[src/usb_sie_pkg.sv]
// Shared constants, field layout and carrier types of the USB engine control registers
`default_nettype none

package usb_sie_pkg;

    ////////////////////////////////////////////////////////////////////////////////
    // Register indices; the byte address on the bus is four times the index
    localparam int unsigned IDX_W = 8;
    localparam logic [7:0] IDX_CLOCK_CTRL = 8'h22;
    localparam logic [7:0] IDX_ADDR_WAKE = 8'h23;
    localparam logic [7:0] IDX_HALT = 8'h24;
    localparam logic [7:0] IDX_ENGINE_STATUS = 8'h25;
    localparam logic [7:0] IDX_IRQ_STATUS = 8'h30;
    localparam logic [7:0] IDX_IRQ_MASK = 8'h31;

    ////////////////////////////////////////////////////////////////////////////////
    // Clock control register fields
    localparam int unsigned SEL_LSB = 0;
    localparam int unsigned SEL_W = 3;
    localparam int unsigned BIT_USB_CLK = 3;
    localparam int unsigned BIT_DEEP_SUSP = 4;
    localparam int unsigned BIT_PLL_SEL = 5;
    localparam int unsigned BIT_XTAL_SEL = 6;
    localparam logic [2:0] SEL_LAST_EP = 3'h4;

    // Address and wake register fields
    localparam int unsigned BIT_WAKE = 0;
    localparam int unsigned ADDR_LSB = 1;
    localparam int unsigned ADDR_W = 7;

    // Engine status register fields
    localparam int unsigned BIT_DEFER = 0;
    localparam int unsigned BIT_EP0_ERR = 1;
    localparam int unsigned BIT_OUT_TOK = 2;
    localparam int unsigned BIT_IN_TOK = 3;

    // Interrupt status and mask fields
    localparam int unsigned IRQ_SETUP = 0;
    localparam int unsigned IRQ_EP0_ERR = 1;
    localparam int unsigned IRQ_OUT_TOK = 2;
    localparam int unsigned IRQ_IN_DONE = 3;
    localparam int unsigned IRQ_USB_RST = 4;
    localparam int unsigned IRQ_W = 5;

    ////////////////////////////////////////////////////////////////////////////////
    // Values after reset
    localparam logic [6:0] RST_CLOCK_CTRL = 7'h00;
    localparam logic [7:0] RST_ADDR_WAKE = 8'h00;
    localparam logic [4:0] RST_HALT = 5'h00;
    localparam logic [4:0] RST_IRQ = 5'h00;
    localparam logic [6:0] RST_ACTIVE_ADDR = 7'h00;

    // Transfer kind served by each endpoint
    typedef enum logic [1:0] {
        EP_CONTROL = 2'h0,
        EP_INTERRUPT = 2'h1,
        EP_ISO_OUT = 2'h2,
        EP_ISO_IN = 2'h3
    } ep_kind_t;

    // Events from the serial engine, all on the system clock
    typedef struct packed {
        logic usb_reset;
        logic setup_token;
        logic in_done;
        logic ep0_err;
        logic out_token;
        logic in_token;
    } sie_evt_t;

endpackage

`default_nettype wire

[src/usb_sie_ctrl_status_regs.sv]
// Control and status registers of the USB serial interface engine, Wishbone slave
//
// Chosen here: the Wishbone slave port.
`timescale 1ns/10ps
`default_nettype none

module usb_sie_ctrl_status_regs #(
    parameter int unsigned NUM_EP = 5
) (
    input wire logic clock_i,
    input wire logic nrst_i,
    input wire logic wb_cyc_i,
    input wire logic wb_stb_i,
    input wire logic wb_we_i,
    input wire logic [9:0] wb_adr_i,
    input wire logic [3:0] wb_sel_i,
    input wire logic [31:0] wb_dat_i,
    output logic [31:0] wb_dat_o,
    output logic wb_ack_o,
    input wire usb_sie_pkg::sie_evt_t sie_evt_i,
    input wire logic fifo_rd_req_i,
    input wire logic fifo_wr_req_i,
    output logic [2:0] fifo_selector_o,
    output logic sel_valid_o,
    output usb_sie_pkg::ep_kind_t sel_ep_kind_o,
    output logic [NUM_EP-1:0] fifo_rd_o,
    output logic [NUM_EP-1:0] fifo_wr_o,
    output logic usb_clock_gate_o,
    output logic deep_suspend_ctl_o,
    output logic pll_clock_sel_o,
    output logic crystal_freq_sel_o,
    output logic remote_wake_allow_o,
    output logic [6:0] dev_addr_o,
    output logic [4:0] endpoint_halt_bits_o,
    output logic irq_o
);

    ////////////////////////////////////////////////////////////////////////////////
    // Declarations
    logic ack_q;
    logic [7:0] rdat_d;
    logic [31:0] rdat_q;
    logic [7:0] idx;
    logic bus_req;
    logic wr_en;
    logic [7:0] wdat;
    logic [6:0] clock_ctrl_reg_q;
    logic [7:0] addr_wake_reg_q;
    logic [4:0] halt_q;
    logic defer_q;
    logic err_q;
    logic out_q;
    logic in_q;
    logic pending_q;
    logic [6:0] active_addr_q;
    logic [4:0] irq_stat_q;
    logic [4:0] irq_mask_q;
    logic [4:0] irq_evt;
    logic [2:0] fifo_selector;
    logic wr_clock;
    logic wr_addr;
    logic wr_halt;
    logic wr_status;
    logic wr_irq_stat;
    logic wr_irq_mask;

    ////////////////////////////////////////////////////////////////////////////////
    // Wishbone classic slave: ack one cycle after the strobe, writes land on the ack edge
    assign idx = wb_adr_i[9:2];
    assign bus_req = wb_cyc_i & wb_stb_i;
    assign wr_en = bus_req & wb_we_i & ack_q & wb_sel_i[0];
    assign wdat = wb_dat_i[7:0];

    // Per-register write strobes
    assign wr_clock = wr_en && (idx == usb_sie_pkg::IDX_CLOCK_CTRL);
    assign wr_addr = wr_en && (idx == usb_sie_pkg::IDX_ADDR_WAKE);
    assign wr_halt = wr_en && (idx == usb_sie_pkg::IDX_HALT);
    assign wr_status = wr_en && (idx == usb_sie_pkg::IDX_ENGINE_STATUS);
    assign wr_irq_stat = wr_en && (idx == usb_sie_pkg::IDX_IRQ_STATUS);
    assign wr_irq_mask = wr_en && (idx == usb_sie_pkg::IDX_IRQ_MASK);

    // Ack drops after one cycle so back-to-back requests see a fresh handshake
    always_ff @(posedge clock_i or negedge nrst_i) begin
        if (!nrst_i) begin
            ack_q <= 1'b0;
        end else begin
            ack_q <= bus_req & ~ack_q;
        end
    end

    // Read multiplexer; unmapped indices answer with zero rather than an error
    always_comb begin
        rdat_d = 8'h00;
        if (idx == usb_sie_pkg::IDX_CLOCK_CTRL) begin
            rdat_d = {1'b0, clock_ctrl_reg_q};
        end else if (idx == usb_sie_pkg::IDX_ADDR_WAKE) begin
            rdat_d = addr_wake_reg_q;
        end else if (idx == usb_sie_pkg::IDX_HALT) begin
            rdat_d = {3'h0, halt_q};
        end else if (idx == usb_sie_pkg::IDX_ENGINE_STATUS) begin
            rdat_d = {4'h0, in_q, out_q, err_q, defer_q};
        end else if (idx == usb_sie_pkg::IDX_IRQ_STATUS) begin
            rdat_d = {3'h0, irq_stat_q};
        end else if (idx == usb_sie_pkg::IDX_IRQ_MASK) begin
            rdat_d = {3'h0, irq_mask_q};
        end
    end

    // Read data is captured as the ack is raised
    always_ff @(posedge clock_i or negedge nrst_i) begin
        if (!nrst_i) begin
            rdat_q <= 32'h0000_0000;
        end else if (bus_req & ~ack_q) begin
            rdat_q <= {24'h00_0000, rdat_d};
        end
    end

    assign wb_ack_o = ack_q;
    assign wb_dat_o = rdat_q;

    ////////////////////////////////////////////////////////////////////////////////
    // Clock control register: selector, USB clock gate, suspend, clock sources
    always_ff @(posedge clock_i or negedge nrst_i) begin
        if (!nrst_i) begin
            clock_ctrl_reg_q <= usb_sie_pkg::RST_CLOCK_CTRL;
        end else if (wr_clock) begin
            clock_ctrl_reg_q <= wdat[6:0];
        end
    end

    assign fifo_selector = clock_ctrl_reg_q[usb_sie_pkg::SEL_LSB +: usb_sie_pkg::SEL_W];
    assign fifo_selector_o = fifo_selector;
    assign usb_clock_gate_o = clock_ctrl_reg_q[usb_sie_pkg::BIT_USB_CLK];
    // Only stored here; firmware owns the timing of the deep suspend setting
    assign deep_suspend_ctl_o = clock_ctrl_reg_q[usb_sie_pkg::BIT_DEEP_SUSP];
    assign pll_clock_sel_o = clock_ctrl_reg_q[usb_sie_pkg::BIT_PLL_SEL];
    assign crystal_freq_sel_o = clock_ctrl_reg_q[usb_sie_pkg::BIT_XTAL_SEL];

    ////////////////////////////////////////////////////////////////////////////////
    // Endpoint selection and FIFO strobes; reserved codes match no endpoint
    assign sel_valid_o = (fifo_selector <= usb_sie_pkg::SEL_LAST_EP);

    // Transfer kind of the selected endpoint
    always_comb begin
        case (fifo_selector)
            3'h0: sel_ep_kind_o = usb_sie_pkg::EP_CONTROL;
            3'h1: sel_ep_kind_o = usb_sie_pkg::EP_INTERRUPT;
            3'h2: sel_ep_kind_o = usb_sie_pkg::EP_ISO_OUT;
            3'h3: sel_ep_kind_o = usb_sie_pkg::EP_ISO_IN;
            3'h4: sel_ep_kind_o = usb_sie_pkg::EP_INTERRUPT;
            default: sel_ep_kind_o = usb_sie_pkg::EP_CONTROL;
        endcase
    end

    // One strobe per endpoint; a reserved code decodes to none of them
    genvar g;
    generate
        for (g = 0; g < NUM_EP; g++) begin : gen_fifo_strobe
            assign fifo_rd_o[g] = fifo_rd_req_i && (fifo_selector == 3'(g));
            assign fifo_wr_o[g] = fifo_wr_req_i && (fifo_selector == 3'(g));
        end
    endgenerate

    ////////////////////////////////////////////////////////////////////////////////
    // Address and wake register
    always_ff @(posedge clock_i or negedge nrst_i) begin
        if (!nrst_i) begin
            addr_wake_reg_q <= usb_sie_pkg::RST_ADDR_WAKE;
        end else if (wr_addr) begin
            addr_wake_reg_q <= wdat;
        end
    end

    assign remote_wake_allow_o = addr_wake_reg_q[usb_sie_pkg::BIT_WAKE];

    // Address the engine answers to; a write made while deferred is adopted only on the next IN completion
    always_ff @(posedge clock_i or negedge nrst_i) begin
        if (!nrst_i) begin
            active_addr_q <= usb_sie_pkg::RST_ACTIVE_ADDR;
        end else if (wr_addr && !defer_q) begin
            active_addr_q <= wdat[usb_sie_pkg::ADDR_LSB +: usb_sie_pkg::ADDR_W];
        end else if (defer_q && pending_q && sie_evt_i.in_done) begin
            active_addr_q <= addr_wake_reg_q[usb_sie_pkg::ADDR_LSB +: usb_sie_pkg::ADDR_W];
        end
    end

    // A deferred write waits here until the host has read back the status stage
    always_ff @(posedge clock_i or negedge nrst_i) begin
        if (!nrst_i) begin
            pending_q <= 1'b0;
        end else if (wr_addr) begin
            pending_q <= defer_q;
        end else if (sie_evt_i.in_done || !defer_q) begin
            pending_q <= 1'b0;
        end
    end

    assign dev_addr_o = active_addr_q;

    ////////////////////////////////////////////////////////////////////////////////
    // Endpoint halt bits; the bus events win over a coincident firmware write
    generate
        for (g = 0; g < 5; g++) begin : gen_halt
            always_ff @(posedge clock_i or negedge nrst_i) begin
                if (!nrst_i) begin
                    halt_q[g] <= usb_sie_pkg::RST_HALT[g];
                end else if (sie_evt_i.usb_reset || sie_evt_i.setup_token) begin
                    halt_q[g] <= 1'b0;
                end else if (wr_halt) begin
                    halt_q[g] <= wdat[g];
                end
            end
        end
    endgenerate

    assign endpoint_halt_bits_o = halt_q;

    ////////////////////////////////////////////////////////////////////////////////
    // Engine status: deferred flag is plain storage, firmware clears it itself
    always_ff @(posedge clock_i or negedge nrst_i) begin
        if (!nrst_i) begin
            defer_q <= 1'b0;
        end else if (wr_status) begin
            defer_q <= wdat[usb_sie_pkg::BIT_DEFER];
        end
    end

    // Error flag: a new error beats a firmware clear in the same cycle
    always_ff @(posedge clock_i or negedge nrst_i) begin
        if (!nrst_i) begin
            err_q <= 1'b0;
        end else if (sie_evt_i.ep0_err) begin
            err_q <= 1'b1;
        end else if (wr_status) begin
            err_q <= wdat[usb_sie_pkg::BIT_EP0_ERR];
        end
    end

    // OUT flag: set wins over both the firmware write and the SETUP clear
    always_ff @(posedge clock_i or negedge nrst_i) begin
        if (!nrst_i) begin
            out_q <= 1'b0;
        end else if (sie_evt_i.out_token) begin
            out_q <= 1'b1;
        end else if (wr_status) begin
            out_q <= wdat[usb_sie_pkg::BIT_OUT_TOK];
        end else if (sie_evt_i.setup_token) begin
            out_q <= 1'b0;
        end
    end

    // IN indication follows the engine one cycle late; writes cannot touch it
    always_ff @(posedge clock_i or negedge nrst_i) begin
        if (!nrst_i) begin
            in_q <= 1'b0;
        end else begin
            in_q <= sie_evt_i.in_token;
        end
    end

    ////////////////////////////////////////////////////////////////////////////////
    // Interrupts: sticky events, write one to clear, set wins over clear
    assign irq_evt[usb_sie_pkg::IRQ_SETUP] = sie_evt_i.setup_token;
    assign irq_evt[usb_sie_pkg::IRQ_EP0_ERR] = sie_evt_i.ep0_err;
    assign irq_evt[usb_sie_pkg::IRQ_OUT_TOK] = sie_evt_i.out_token;
    assign irq_evt[usb_sie_pkg::IRQ_IN_DONE] = sie_evt_i.in_done;
    assign irq_evt[usb_sie_pkg::IRQ_USB_RST] = sie_evt_i.usb_reset;

    always_ff @(posedge clock_i or negedge nrst_i) begin
        if (!nrst_i) begin
            irq_stat_q <= usb_sie_pkg::RST_IRQ;
        end else if (wr_irq_stat) begin
            irq_stat_q <= (irq_stat_q & ~wdat[4:0]) | irq_evt;
        end else begin
            irq_stat_q <= irq_stat_q | irq_evt;
        end
    end

    // Mask: a one lets the matching status bit reach the interrupt line
    always_ff @(posedge clock_i or negedge nrst_i) begin
        if (!nrst_i) begin
            irq_mask_q <= usb_sie_pkg::RST_IRQ;
        end else if (wr_irq_mask) begin
            irq_mask_q <= wdat[4:0];
        end
    end

    assign irq_o = |(irq_stat_q & irq_mask_q);
endmodule // usb_sie_ctrl_status_regs

`default_nettype wire

[config.mk]
export PLATFORM = sky130hd
export DESIGN_NAME = usb_sie_ctrl_status_regs
export DESIGN_NICKNAME = d
export VERILOG_FILES = /design/src/usb_sie_pkg.sv /design/src/usb_sie_ctrl_status_regs.sv
export SDC_FILE = /design/constraint.sdc
export NUM_CORES = 1
export LEC_CHECK = 0
export BUFFER_PORTS_ARGS = -buffer_cell sky130_fd_sc_hd__buf_2
export CELL_PAD_IN_SITES_DETAIL_PLACEMENT = 1
export CELL_PAD_IN_SITES_GLOBAL_PLACEMENT = 2
export CORE_ASPECT_RATIO = 1.1
export CORE_MARGIN = 2
export CORE_UTILIZATION = 30
export DETAILED_ROUTE_END_ITERATION = 8
export PLACE_DENSITY_LB_ADDON = 0.2
export SYNTH_ARGS = -nofsm -noshare
export SYNTH_HDL_FRONTEND = slang
export SYNTH_SLANG_ARGS = --single-unit
export TNS_END_PERCENT = 30
[constraint.sdc]
create_clock -name clock_i -period 4.6 [get_ports clock_i]
set_clock_uncertainty 0.15 [all_clocks]
set_input_delay 0.69 -clock clock_i [delete_from_list [all_inputs] [get_ports clock_i]]
set_output_delay 0.69 -clock clock_i [all_outputs]
set_load 0.005 [all_outputs]
* Word-level counts from Yosys, hierarchy flattened
Index checks and enable logic that the tools add are counted.
** Word-level totals
- Register bits after elaboration :: 51
- Bits of input ports :: 59
- Output and inout bits :: 67
- Word-level logic and storage cells :: 96
** Cells by class
- $lt $le $gt $ge :: 1
- Eq/ne operators :: 10
- Mux-type cells :: 27
- Bitwise gates (word level) :: 11
- Reduce and logical (&&, ||, !) cells :: 30
** Operators with widths (count)
- equality test 8 x 6 -> 1 bit, second input constant :: 6
- two-way mux 8 bit :: 5
- logical AND 1 bit :: 19
- two-way mux 1 bit :: 17
- two-way mux 7 bit :: 2
- bitwise AND 5 bit :: 2
- two-way mux 5 bit :: 2
- bitwise OR 5 bit :: 2
- nonzero test 2 bit :: 4
- equality test 3 x 2 -> 1 bit, second input constant :: 2
- case mux 2 bit (3 select lines) :: 1
- bitwise AND 1 bit :: 5
- NOT 5 bit :: 1
- OR reduction 5 bit :: 1
- equality test 3 x 1 -> 1 bit, second input constant :: 1
- equality test 3 bit, second input constant :: 1
- less-or-equal comparator 3 bit, second input constant :: 1
- logical NOT 3 bit :: 1
- nonzero test 3 bit :: 1
- logical OR 1 bit :: 2
- OR reduction 2 bit :: 1
- logical NOT 1 bit :: 1
- NOT 1 bit :: 1

* Logic depth before layout (Yosys ltp)
- Depth in word-level cells :: 7
- Depth in mapped cells :: 6
- Mapped depth without buffers :: 5

* Least setup slack after synthesis
OpenSTA, ideal clock, no wires.
- Path type :: input -> register
- From :: in wb_adr_i[9]
- To :: reg irq_mask_q[0]
- Library setup time :: 0.125 ns
- Arrival time :: 2.247 ns
- Slack :: 2.078 ns
- Cell stages on the path :: 5
- Path buffers :: 1
- Cells stage by stage :: or3b_4 -> or3_4 -> or3_1 -> buf_6 -> mux2_4
** On the way
- Word-level cells in the longest chain between the ends :: 2
** RTL lines
- from (decl) :: line usb_sie_ctrl_status_regs.sv:15 : input wire logic [9:0] wb_adr_i,
- equality test 8 x 6 -> 1 bit :: line usb_sie_ctrl_status_regs.sv:80 : assign wr_irq_mask = wr_en && (idx == usb_sie_pkg::IDX_IRQ_MASK);
- logical AND 1 bit :: line usb_sie_ctrl_status_regs.sv:80
- to (signal assigned) :: line usb_sie_ctrl_status_regs.sv:282 : irq_mask_q <= usb_sie_pkg::RST_IRQ;
- to (signal assigned) :: line usb_sie_ctrl_status_regs.sv:284 : irq_mask_q <= wdat[4:0];
- to (decl) :: line usb_sie_ctrl_status_regs.sv:57 : logic [4:0] irq_mask_q;
No other way between the ends.
A chain may end at the register's enable or synchronous reset.

* Final worst setup path
- From :: in wb_adr_i[9]
- To :: reg addr_wake_reg_q[4]
** On the way
- Word-level cells in the longest chain between the ends :: 2
** RTL lines
- equality test 8 x 6 -> 1 bit :: line usb_sie_ctrl_status_regs.sv:76 : assign wr_addr = wr_en && (idx == usb_sie_pkg::IDX_ADDR_WAKE);
- logical AND 1 bit :: line usb_sie_ctrl_status_regs.sv:76
- to (signal assigned) :: line usb_sie_ctrl_status_regs.sv:168 : addr_wake_reg_q <= usb_sie_pkg::RST_ADDR_WAKE;
- to (signal assigned) :: line usb_sie_ctrl_status_regs.sv:170 : addr_wake_reg_q <= wdat;
- to (decl) :: line usb_sie_ctrl_status_regs.sv:48 : logic [7:0] addr_wake_reg_q;
No other way between the ends.

==> summary by stage <==
Cells and area
The area of the multi-input gates is roughly 1300 um^2. The top cell types in the final layout, fill and taps aside, are 72 x sky130_fd_sc_hd__buf_2, 51 x sky130_fd_sc_hd__dfrtp_1, 24 x sky130_fd_sc_hd__conb_1, 18 x sky130_fd_sc_hd__nand2_1, 18 x sky130_fd_sc_hd__mux2_2. The fraction of final layout cells sized beyond drive strength 1 is 33.0%. The area added between synthesis and finish is 17.3%.

The repair_antennas step left the layout with diodes totalling 0. At the end of the flow, the number of nets in the layout was 389. The number of fill cells is 1,041. The most common library cell in the layout ignoring fill and taps is sky130_fd_sc_hd__buf_2. After the flow finishes, the layout carries non-filler instances totaling approximately 440. In the final layout, flip-flops and latches occupy 1280 um^2.

Timing
The number of hold violations in the final report came to 0. At the pin with the least slew margin, the transition time is 0.751 ns. The setup TNS after final layout is 0 ns. The worst pin sits at a relative slew slack of 49.3%. The total count of max-transition violations in the final report was 0. The worst path needs around 2.6 ns of the cycle, external delays included. The maximum frequency from static timing analysis is 0.389 GHz. After layout, the worst path uses between 50% and 60% of the clock period. The total of endpoints with negative setup slack in the final report is 0. Setup repair after global routing left no endpoint under its margin.

Clock network
The buffer type at the clock tree root is sky130_fd_sc_hd__clkbuf_8. TritonCTS built the clock tree. The CTS buffer count is 5. Once the clock tree was built, the setup fixing pass inserted 0 buffers.

The number of buffers added to fix hold violations after cts is 0. The maximum level of the CTS H-tree is 2. The number of sinks on the clock net is just over 50. The maximum root-to-sink buffer count is 2. For the worst-skew pair, the clock arrives at the later sink with an insertion delay of 0.30 ns. The clock transition at the registers of the reported paths is 0.10 ns. Once the clock tree was built, the resizer swapped 0 gates to a different size.

Routing
The final layout contains routed wiring with a total length of 7780 um. For this block, the via count after detailed routing is 2,211. The number of nets still failing antenna checks after routing is 0. The wire length per cell after detailed routing is 17.5 um.

The first detailed-routing pass ran for 6 iterations. The DRC violation count after routing is 0. The mean number of vias per cell is 4.98. The violation count after the first detailed-routing iteration is 86.

Synthesis
The synthesized design contains 0 enable-type register cells. The async set-or-reset flop fraction in the synthesized netlist is 100%. The predominant post-synthesis flop cell is sky130_fd_sc_hd__dfrtp_1.

After synthesis, the cell types taking the most area are sky130_fd_sc_hd__dfrtp_1 46%, sky130_fd_sc_hd__mux2_2 7.4%, sky130_fd_sc_hd__buf_4 6.5%. The cell count after synthesis is 261. The synthesized flop and latch total is 51. The biggest area consumer among synthesized cells is sky130_fd_sc_hd__dfrtp_1. Of the synthesized area, sequential elements account for a little under half. The synthesized area per cell is 10.5 um^2. The area fraction of the dominant cell type after synthesis is between 40 and 50%.

The number of warnings reported in the yosys synthesis log is 0. Counting distinct cell types in the post-synthesis netlist gives 46. The cell area that synthesis handed to floorplanning was 2750 um^2.

Outcome
The flow ran to the end, and the final reports show no timing, DRC or antenna violations.

Floorplan
The die is between 90 and 100 um wide. The total core area is 8870 um^2. The floorplan has 36 rows. The initial cell density of the core is 31.0%.

The vertical die dimension is approximately 100 um. The die outline area is 9960 um^2. For this design the top-level I/O count stands at 126.

Worst hold path
The min-delay analysis places its worst path in the category input port to asynchronous set/reset pin.

Power and ir drop
The net switching component of the power is 0.213 mW. Cell internal power was estimated by the tool at 0.643 mW. The leakage power summed over all cells is 1.64 nW. The ratio of total power to cell area is 265 nW/um^2. The switching part of the total is between 20 and 25%. Of the total power, the clock network draws about 37%. VDD sags by at most 0.125 mV.

Sequential cells burn 53.7% of the power. The share of total power in combinational logic is about a tenth.

Worst setup path
The critical-path maximum fanout is 9. STA classifies the critical path startpoint as an input port. The type of element capturing the critical path is a flop. STA puts the critical path data arrival time at 2.61 ns.

The type of the worst setup path is input port to flop. At the worst endpoint, the required time is ~4.6 ns.

Placed design
The placed wire-length estimate is 5780 um. Including well taps, the total number of placed cells is 437. In this run the tool buffered the top-level ports with 72 buffer cells. The congestion estimate from routability-driven global placement came to ~0.75.

Global routing
The total routing usage reported by global routing is 16.0%. The number of global-route vias before repair is 2,249. The number of antenna violations at the first check in global routing came to 0. The first global-routing pass estimated 12,300 um of wire.

For this run the aggregate overflow at the end of global routing stands at 0. Entering global routing, the biggest net connects 52 pins.

Flow run
Max-cap violations in this run came to 0.
power groups by stage:
stage	combinational (mW)	sequential [mW]	clock, mW
CTS	0.0833	0.460	0.323
detailed placement	0.0832	0.469	0
finish	0.0821	0.460	0.315
global route	0.0927	0.461	0.338
floorplan	0.0479	0.468	0
global placement	0.0828	0.469	0
path summary, 6_finish.rpt:
path                             start                       to  slack [ns]  depth (start not counted)
setup / recovery           wb_adr_i[9]       addr_wake_reg_q[4]        2.03                          5
hold / removal                  nrst_i  endpoint_halt_bits_o[3]        0.34                          2
setup reg to reg              wb_ack_o            irq_mask_q[2]        2.59                          4
hold reg to reg            wb_dat_o[7]              wb_dat_o[7]        0.34                          2
max in group asynchronous       nrst_i              wb_dat_o[2]        3.51                          2
min in group clock_i       wb_dat_o[7]              wb_dat_o[7]        0.34                          2
cell usage after synthesis, types with 2 or more instances:
library cell / count
sky130_fd_sc_hd__or3_1: 2
sky130_fd_sc_hd__and2_1: 8
sky130_fd_sc_hd__clkbuf_1: 6
sky130_fd_sc_hd__buf_2: 2
sky130_fd_sc_hd__a21o_1: 5
sky130_fd_sc_hd__mux2_2: 18
sky130_fd_sc_hd__nor3b_1: 2
sky130_fd_sc_hd__and3b_1: 2
sky130_fd_sc_hd__nand3_1: 8
sky130_fd_sc_hd__nor3_1: 8
sky130_fd_sc_hd__a221o_1: 7
sky130_fd_sc_hd__nor4_1: 4
sky130_fd_sc_hd__a221oi_1: 4
sky130_fd_sc_hd__mux2i_1: 9
sky130_fd_sc_hd__inv_1: 4
sky130_fd_sc_hd__a22o_1: 4
sky130_fd_sc_hd__a21oi_1: 2
sky130_fd_sc_hd__nor2_1: 15
sky130_fd_sc_hd__a211oi_1: 5
sky130_fd_sc_hd__buf_4: 24
sky130_fd_sc_hd__o22ai_1: 3
sky130_fd_sc_hd__and3_1: 5
sky130_fd_sc_hd__dfrtp_1: 51
sky130_fd_sc_hd__o21ai_0: 11
sky130_fd_sc_hd__mux2_4: 5
sky130_fd_sc_hd__nor2b_1: 4
sky130_fd_sc_hd__nand2_1: 18
sky130_fd_sc_hd__nand2b_1: 7
layout make-up:
class,count,area share [%]
tap,114,4.42
timing repair buffer,73,11.4
multi-input combinational,195,40.9
inverter,4,0.465
sequential,51,39.5
clock buffer,5,2.13
clock inverter,2,1.16
routing by layer:
metal | share of wire [%] | vias up | GRT usage (%)
met2 | 49 | 56 | 26.4
met3 | 3.4 | 4 | 1.59
met4 | 0.90 | 0 | 4.66
met1 | 47 | 1115 | 22.1
met5 | 0 | - | 0
li1 | - | 1036 | -
state kept, by name, indices dropped and copies added (netlist names):
name                  cells
addr_wake_reg_q           8
clock_ctrl_reg_q          7
defer_q                   1
dev_addr_o                7
endpoint_halt_bits_o      5
err_q                     1
in_q                      1
irq_mask_q                5
irq_stat_q                5
out_q                     1
pending_q                 1
wb_ack_o                  1
wb_dat_o                  8
metrics by stage:
stage          utilization [%]  power [mW]  cell area (um^2)  hold slack [ns]  worst slack, ns
2_1_floorplan                -       0.516              2840            0.244             2.08
3_3_place_gp              35.2       0.551              3120            0.320             1.71
3_5_place_dp              35.2       0.552              3120            0.318             1.70
4_1_cts                   36.4       0.866              3230            0.331             2.03
5_1_grt                   36.4       0.891              3230            0.332             1.91
6_report                  36.4       0.856              3230            0.336             2.03
worst max-delay path, stage by stage:
cell and delay [ns]:
sky130_fd_sc_hd__buf_2 0.11, sky130_fd_sc_hd__nor3b_1 0.60, sky130_fd_sc_hd__and3_1 0.38, sky130_fd_sc_hd__and3_1 0.45, sky130_fd_sc_hd__mux2_2 0.38
cells by family after synthesis:
logic type,synth area share (%)
and+or+nand+nor,18.6
DFF,46.4
AOI/OAI and AO/OA,12.7
buffers and inverters,8.82
muxes,13.4
other,0.136
Note: power is estimated with default switching activity, not from simulation.
